## config.mk

```make
export PLATFORM = sky130hd
export DESIGN_NAME = dmac_top
export DESIGN_NICKNAME = d
export VERILOG_FILES = /design/src/design/dmac_pkg.sv /design/src/design/dmac_top.sv /design/src/design/dmac_stage.sv
export SDC_FILE = /design/constraint.sdc
export NUM_CORES = 2
export LEC_CHECK = 0
export BUFFER_PORTS_ARGS = -buffer_cell sky130_fd_sc_hd__buf_2
export CAP_MARGIN = 20
export CORE_MARGIN = 2
export CORE_UTILIZATION = 37
export DETAILED_ROUTE_END_ITERATION = 7
export PLACE_DENSITY = 0.65
export SKIP_CTS_REPAIR_TIMING = 1
export SLEW_MARGIN = 20
export SYNTH_ARGS = -nofsm -noshare
export SYNTH_HDL_FRONTEND = slang
export SYNTH_SLANG_ARGS = --single-unit
```

## constraint.sdc

```tcl
create_clock -name mclk -period 26.4 [get_ports mclk]
set_input_delay 2.64 -clock mclk [delete_from_list [all_inputs] [get_ports mclk]]
set_output_delay 2.64 -clock mclk [all_outputs]
set_load 0.05 [all_outputs]
```

## src/design/dmac_pkg.sv

```systemverilog
/*
 * Shared constants and carrier types for the multiply / multiply-accumulate
 * slice. Assumes a single fabric clock and synchronous active-high reset.
 */
package dmac_pkg;

	// ----------------------------------------------------------------
	// Widths and reset values
	// ----------------------------------------------------------------
	localparam int DMAC_OPW = 18;
	localparam int DMAC_ACCW = 52;
	localparam logic DMAC_RST_BIT = 1'b0;

	// Per-cycle controls that travel with the operands.
	typedef struct packed {
		logic is_signed;
		logic subtract;
		logic init;
		logic serial;
	} dmac_ctl_s;

	// Static configuration: which optional registers are in the path.
	typedef struct packed {
		logic in_reg_en;
		logic pipe_reg_en;
		logic mult_out_reg_en;
	} dmac_cfg_s;

endpackage : dmac_pkg

```

## src/design/dmac_top.sv

```systemverilog
/*
 * Multiply element and multiply-accumulate element of a signal-processing
 * slice. Operands come from fabric logic on mclk; configuration is static.
 */
// Functional notes
// - A per-cycle control selects signed or unsigned operands.
// - A per-cycle control makes the accumulator add or subtract.
// - Operands load in parallel or serially, switchable at run time.
// - The multiply element outputs A times B with no accumulation.
// - Multiply input, pipeline and output registers are each optional.
// - The accumulate element adds the product to its previous total.
// - Accumulate input/pipeline registers optional, output always there.
// - The accumulator can be loaded with a start value at run time.
// - Overflow comes from a register clocked with the accumulator.
module dmac_top
	import dmac_pkg::*;
#(
	parameter int OPW  = DMAC_OPW,
	parameter int ACCW = DMAC_ACCW
) (
	// Clock and reset
	input  wire logic                   mclk,
	input  wire logic                   sys_rst,
	// Configuration
	input  wire dmac_pkg::dmac_cfg_s    cfg,
	// Operands and per-cycle controls
	input  wire logic [OPW-1:0]         op_a,
	input  wire logic [OPW-1:0]         op_b,
	input  wire logic                   ser_in_a,
	input  wire logic                   ser_in_b,
	input  wire logic [ACCW-1:0]        init_val,
	input  wire dmac_pkg::dmac_ctl_s    ctl,
	// Results
	output logic      [2*OPW-1:0]       mult_out,
	output logic      [ACCW-1:0]        acc_out,
	output logic                        acc_ovf
);
	import dmac_pkg::*;

	localparam int PW = 2 * OPW;
	localparam int CW = $bits(dmac_ctl_s);

	// ----------------------------------------------------------------
	// Operand loading
	// ----------------------------------------------------------------
	// Serial loading shifts one bit per cycle into the operand holding
	// registers; parallel loading replaces the whole word. The mode may
	// change any cycle, so the shift chain always starts from held data.
	logic [OPW-1:0] a_hold_r, b_hold_r, a_hold_nxt, b_hold_nxt;

	assign a_hold_nxt = ctl.serial ? {a_hold_r[OPW-2:0], ser_in_a} : op_a;
	assign b_hold_nxt = ctl.serial ? {b_hold_r[OPW-2:0], ser_in_b} : op_b;

	always_ff @(posedge mclk) begin
		if (sys_rst) begin
			a_hold_r <= '0;
			b_hold_r <= '0;
		end else begin
			a_hold_r <= a_hold_nxt;
			b_hold_r <= b_hold_nxt;
		end
	end

	wire [OPW-1:0] a_src = ctl.serial ? a_hold_nxt : op_a;
	wire [OPW-1:0] b_src = ctl.serial ? b_hold_nxt : op_b;

	// ----------------------------------------------------------------
	// Input and pipeline stages
	// ----------------------------------------------------------------
	// Controls ride through the same stages as the operands, so the sign
	// and add/subtract choice stay aligned with their data.
	logic [2*OPW+CW+ACCW-1:0] in_d, in_q;
	logic [PW+CW+ACCW-1:0]    pp_d, pp_q;
	logic [OPW-1:0]           a_s, b_s;
	dmac_ctl_s                ctl_s, ctl_p;
	logic [ACCW-1:0]          iv_s, iv_p;
	logic [PW-1:0]            prod, prod_p;

	assign in_d = {a_src, b_src, ctl, init_val};
	assign {a_s, b_s, ctl_s, iv_s} = in_q;

	dmac_stage #(.W(2*OPW+CW+ACCW)) u_in (
		.mclk     (mclk),
		.sys_rst  (sys_rst),
		.bypass_n (cfg.in_reg_en),
		.d        (in_d),
		.q        (in_q)
	);

	// Extend by one bit with sign or zero so one signed multiplier serves
	// both modes.
	wire signed [OPW:0] a_x = {ctl_s.is_signed & a_s[OPW-1], a_s};
	wire signed [OPW:0] b_x = {ctl_s.is_signed & b_s[OPW-1], b_s};
	wire signed [2*OPW+1:0] prod_x = a_x * b_x;

	assign prod = prod_x[PW-1:0];
	assign pp_d = {prod, ctl_s, iv_s};
	assign {prod_p, ctl_p, iv_p} = pp_q;

	dmac_stage #(.W(PW+CW+ACCW)) u_pipe (
		.mclk     (mclk),
		.sys_rst  (sys_rst),
		.bypass_n (cfg.pipe_reg_en),
		.d        (pp_d),
		.q        (pp_q)
	);

	// ----------------------------------------------------------------
	// Multiply element output
	// ----------------------------------------------------------------
	// The top level output is always a flop; when the output register is
	// bypassed it simply mirrors the product one edge later with no hold.
	logic [PW-1:0] mult_r, mult_hold_r;

	always_ff @(posedge mclk) begin
		if (sys_rst) begin
			mult_hold_r <= '0;
		end else begin
			mult_hold_r <= prod_p;
		end
	end

	always_ff @(posedge mclk) begin
		if (sys_rst) begin
			mult_r <= '0;
		end else begin
			mult_r <= cfg.mult_out_reg_en ? mult_hold_r : prod_p;
		end
	end

	assign mult_out = mult_r;

	// ----------------------------------------------------------------
	// Accumulator
	// ----------------------------------------------------------------
	logic [ACCW-1:0] acc_r, acc_nxt, base;
	logic            ovf_r, ovf_nxt;

	// Sign or zero extend the product to the accumulator width plus a guard bit.
	wire [ACCW:0] prod_e = {{(ACCW+1-PW){ctl_p.is_signed & prod_p[PW-1]}},
		prod_p};
	assign base = ctl_p.init ? iv_p : acc_r;
	wire [ACCW:0] base_e = {ctl_p.is_signed & base[ACCW-1], base};
	wire [ACCW:0] sum_e = ctl_p.subtract ? base_e - prod_e
		: base_e + prod_e;

	// Signed: guard and top bit disagree. Unsigned: carry or borrow out.
	assign acc_nxt = sum_e[ACCW-1:0];
	assign ovf_nxt = ctl_p.is_signed ? (sum_e[ACCW] ^ sum_e[ACCW-1])
		: sum_e[ACCW];

	always_ff @(posedge mclk) begin
		if (sys_rst) begin
			acc_r <= '0;
			ovf_r <= DMAC_RST_BIT;
		end else begin
			acc_r <= acc_nxt;
			ovf_r <= ovf_nxt;
		end
	end

	assign acc_out = acc_r;
	assign acc_ovf = ovf_r;
endmodule : dmac_top

```

## src/design/dmac_stage.sv

```systemverilog
/*
 * One optional pipeline stage: a register that can be bypassed by a static
 * configuration bit. Assumes the select is quasi-static.
 */
module dmac_stage #(
	parameter int W = 8
) (
	// Clock and reset
	input  wire logic         mclk,
	input  wire logic         sys_rst,
	// Bypass select and data
	input  wire logic         bypass_n,
	input  wire logic [W-1:0] d,
	output logic      [W-1:0] q
);
	logic [W-1:0] q_r;

	always_ff @(posedge mclk) begin
		if (sys_rst) begin
			q_r <= '0;
		end else begin
			q_r <= d;
		end
	end

	assign q = bypass_n ? q_r : d;
endmodule : dmac_stage

```

==> impl_metrics.json <==
{
  "run_status": "finished clean",
  "power.total_w": 0.003264,
  "syn_area_sq_um": 27690,
  "cts_buffers": 35,
  "seq_power_share": 0.187,
  "max-slew-margin-rel": 0.1914,
  "wl_met1_mm": 33.52,
  "ir_worst_vdd_mv": 0.04815,
  "pwr-share-comb": 0.656,
  "max_stage_delay_ns": 0.79,
  "netlist_instances": 3180,
  "clock_latency_ns": 0.56,
  "fin_util": 0.4137,
  "min_path_type": "flop to flop",
  "rows": 100,
  "finalSetupViolCount": 0,
  "clk_pin_slew_worst_paths_ns": 0.06,
  "port_buffers": 187,
  "ios": 188,
  "wl_met3_mm": 4.858,
  "gp_congestion": 0.9223,
  "critPathKind": "input pin to flop",
  "tightest_slew_ns": 1.179,
  "routed_wl_mm": 72.26,
  "fin_crit_sh": 0.5291,
  "p_int_w": 0.001691,
  "final_area_sq_um": 30740,
  "die-area_sq_um": 77050,
  "wl_per_cell_microns": 16.89,
  "synth_ff_type": "dfxtp_1",
  "syn2layout_area_growth_pct": 11.01,
  "grt_max_degree": 134,
  "ant_nets": 0,
  "top_layer_used": "met4",
  "syn_area_per_cell_sq_um": 8.709,
  "layout-drive-gt1-share": 0.1103,
  "hold_violations": 0,
  "yosys_warnings": 0,
  "first_pass_iters": 5,
  "synth_edf_count": 0,
  "start_kind": "input pin",
  "instances_no_fill": 4279,
  "synth-seq-cells": 307,
  "antenna_found_initial": 0,
  "crit_required_ns": 26.80,
  "synth_top_area_frac": 0.2573,
  "htreeDepth": 2,
  "clkPwrFrac": 0.156,
  "initial_utilization": 0.3726,
  "power_switching_w": 0.001573,
  "critPathSlowestCell": "fa_1",
  "die_height_microns": 277.6,
  "coreArea_sq_um": 74320,
  "viasPerCell": 4.947,
  "synthArstFlopShare": 0,
  "max_clock_freq_mhz": 71.59,
  "final_common_cell": "nor2_1",
  "synthTopCellsByArea": "fa_1, dfxtp_1, ha_1",
  "drcViolationCount": 0,
  "ys_types": 72,
  "setup_tns_ns": 0,
  "grt_pass1_wl_mm": 115.5,
  "cts_tree": "built",
  "yosysTopAreaCell": "fa_1",
  "cp.arrival_ns": 14.37,
  "vias": 21170,
  "slew_violations": 0,
  "synth_nets": 3796,
  "cap_violations": 0,
  "end_kind": "flop",
  "crit_top_cell": "fa_1",
  "rsz0062_at_grt": "false",
  "track_usage": 0.1869,
  "nets": 3903,
  "dp_cells": 4218,
  "clock-skew-final_ns": 0.02134,
  "swShare": 0.4820,
  "final_cell_mix": "nor2_1, inv_1, fa_1, dfxtp_1, nand2_1",
  "place_area_sq_um": 29550,
  "root_buffer": "clkbuf_16",
  "antenna_cells": 0,
  "overflow": 0,
  "ys_seq_area_frac": 0.2219,
  "cts_buffer_depth": 3,
  "clock_sink_count": 307,
  "min_period_ns": 13.97,
  "wl_met2_mm": 31.45,
  "place_hpwl_mm": 56.49,
  "die-width_microns": 277.6,
  "pwr_density_cell_nw_per_um2": 106.2,
  "fillCellCount": 7478,
  "grt_pass1_vias": 21080,
  "crit_fanout": 46,
  "drtIter0Drc": 1277,
  "leakage_nw": 14.73
}
[state kept, by name (all words and copies together), names as in the netlist]
name / count
a_hold_r: 15
acc_out: 52
acc_ovf: 1
b_hold_r: 16
mult_hold_r: 36
mult_out: 36
u_in.q_r: 60
u_pipe.q_r: 91
[cells by family after synthesis]
family	Yosys count	synth area share
and+or+nand+nor	1040	0.1644
buffers and inverters	562	0.07617
adders and majority gates	517	0.3301
AOI/OAI and AO/OA	439	0.09479
DFF	307	0.2219
muxes	189	0.07229
xor gates and xnor gates	126	0.04035
[through the flow]
step	hold WS, ns	setup WS, ns
after floorplan	0.4315	13.10
after global placement	0.4450	12.07
after detailed placement	0.4495	11.86
after CTS	0.4673	12.44
after global routing	0.4782	11.64
final	0.4648	12.43
[power by group through the flow]
| stage | logic [W] | registers (W) | clock network, W |
|---|---|---|---|
| floorplan | 0.00151 | 0.000771 | 0 |
| global placement | 0.00211 | 0.000621 | 0 |
| detailed placement | 0.00213 | 0.000622 | 0 |
| CTS | 0.00214 | 0.000612 | 0.000522 |
| global route | 0.00241 | 0.000620 | 0.000539 |
| finish | 0.00214 | 0.000612 | 0.000509 |
[cell usage after synthesis (3+ instances only)]
| cell type | count |
|---|---|
| a211o_1 | 3 |
| a211oi_1 | 7 |
| a21o_1 | 43 |
| a21oi_1 | 181 |
| a31oi_1 | 16 |
| a41oi_1 | 3 |
| and2_1 | 22 |
| and3_1 | 12 |
| and4_1 | 5 |
| buf_1 | 30 |
| clkbuf_1 | 115 |
| dfxtp_1 | 307 |
| fa_1 | 356 |
| ha_1 | 161 |
| inv_1 | 417 |
| mux2_2 | 75 |
| mux2i_1 | 112 |
| nand2_1 | 304 |
| nand2b_1 | 16 |
| nand3_1 | 18 |
| nand3b_1 | 3 |
| nand4_1 | 12 |
| nor2_1 | 479 |
| nor2b_1 | 123 |
| nor3_1 | 25 |
| o211ai_1 | 8 |
| o21a_1 | 19 |
| o21ai_0 | 106 |
| o21ai_1 | 4 |
| o21bai_1 | 11 |
| o31a_1 | 5 |
| o31ai_1 | 4 |
| or3_1 | 6 |
| xnor2_1 | 67 |
| xor2_1 | 58 |
[worst paths after layout]
check                                    start          end  slack [ns]  cells after the start
worst max-delay path                    cfg[2]      acc_ovf       12.43                     42
worst min-delay path            mult_hold_r[6]  mult_out[6]        0.46                      2
worst max register to register     a_hold_r[4]      acc_ovf       15.06                     41
worst min register to register  mult_hold_r[6]  mult_out[6]        0.46                      2
[routing by layer]
| metal | GRT usage | vias to the layer above |
|---|---|---|
| met1 | 0.2628 | 10080 |
| met4 | 0.06486 | 0 |
| met5 | 0 | - |
| met3 | 0.03024 | 145 |
| met2 | 0.2910 | 658 |
| li1 | - | 10290 |
[final cells by class]
class	count	area [sq um]	area share
Clock buffer	49	1030	0.03349
Clock inverter	11	153.9	0.005006
Inverter	417	1565	0.05091
Multi-Input combinational cell	2311	19470	0.6332
Sequential cell	307	6146	0.1999
Tap cell	969	1212	0.03944
Timing Repair Buffer	215	1169	0.03801
[worst max-delay path: cells and delay by family]
family	cells	cell delay [ns]
AO/OA/AOI/OAI	14	2.86
XOR/XNOR	1	0.24
adder cells (fa/ha/maj)	9	4.38
buffers and inverters	7	1.83
multiplexers	1	0.67
AND/OR/NAND/NOR	10	1.62
No activity file was read; power rests on OpenSTA's default activity.
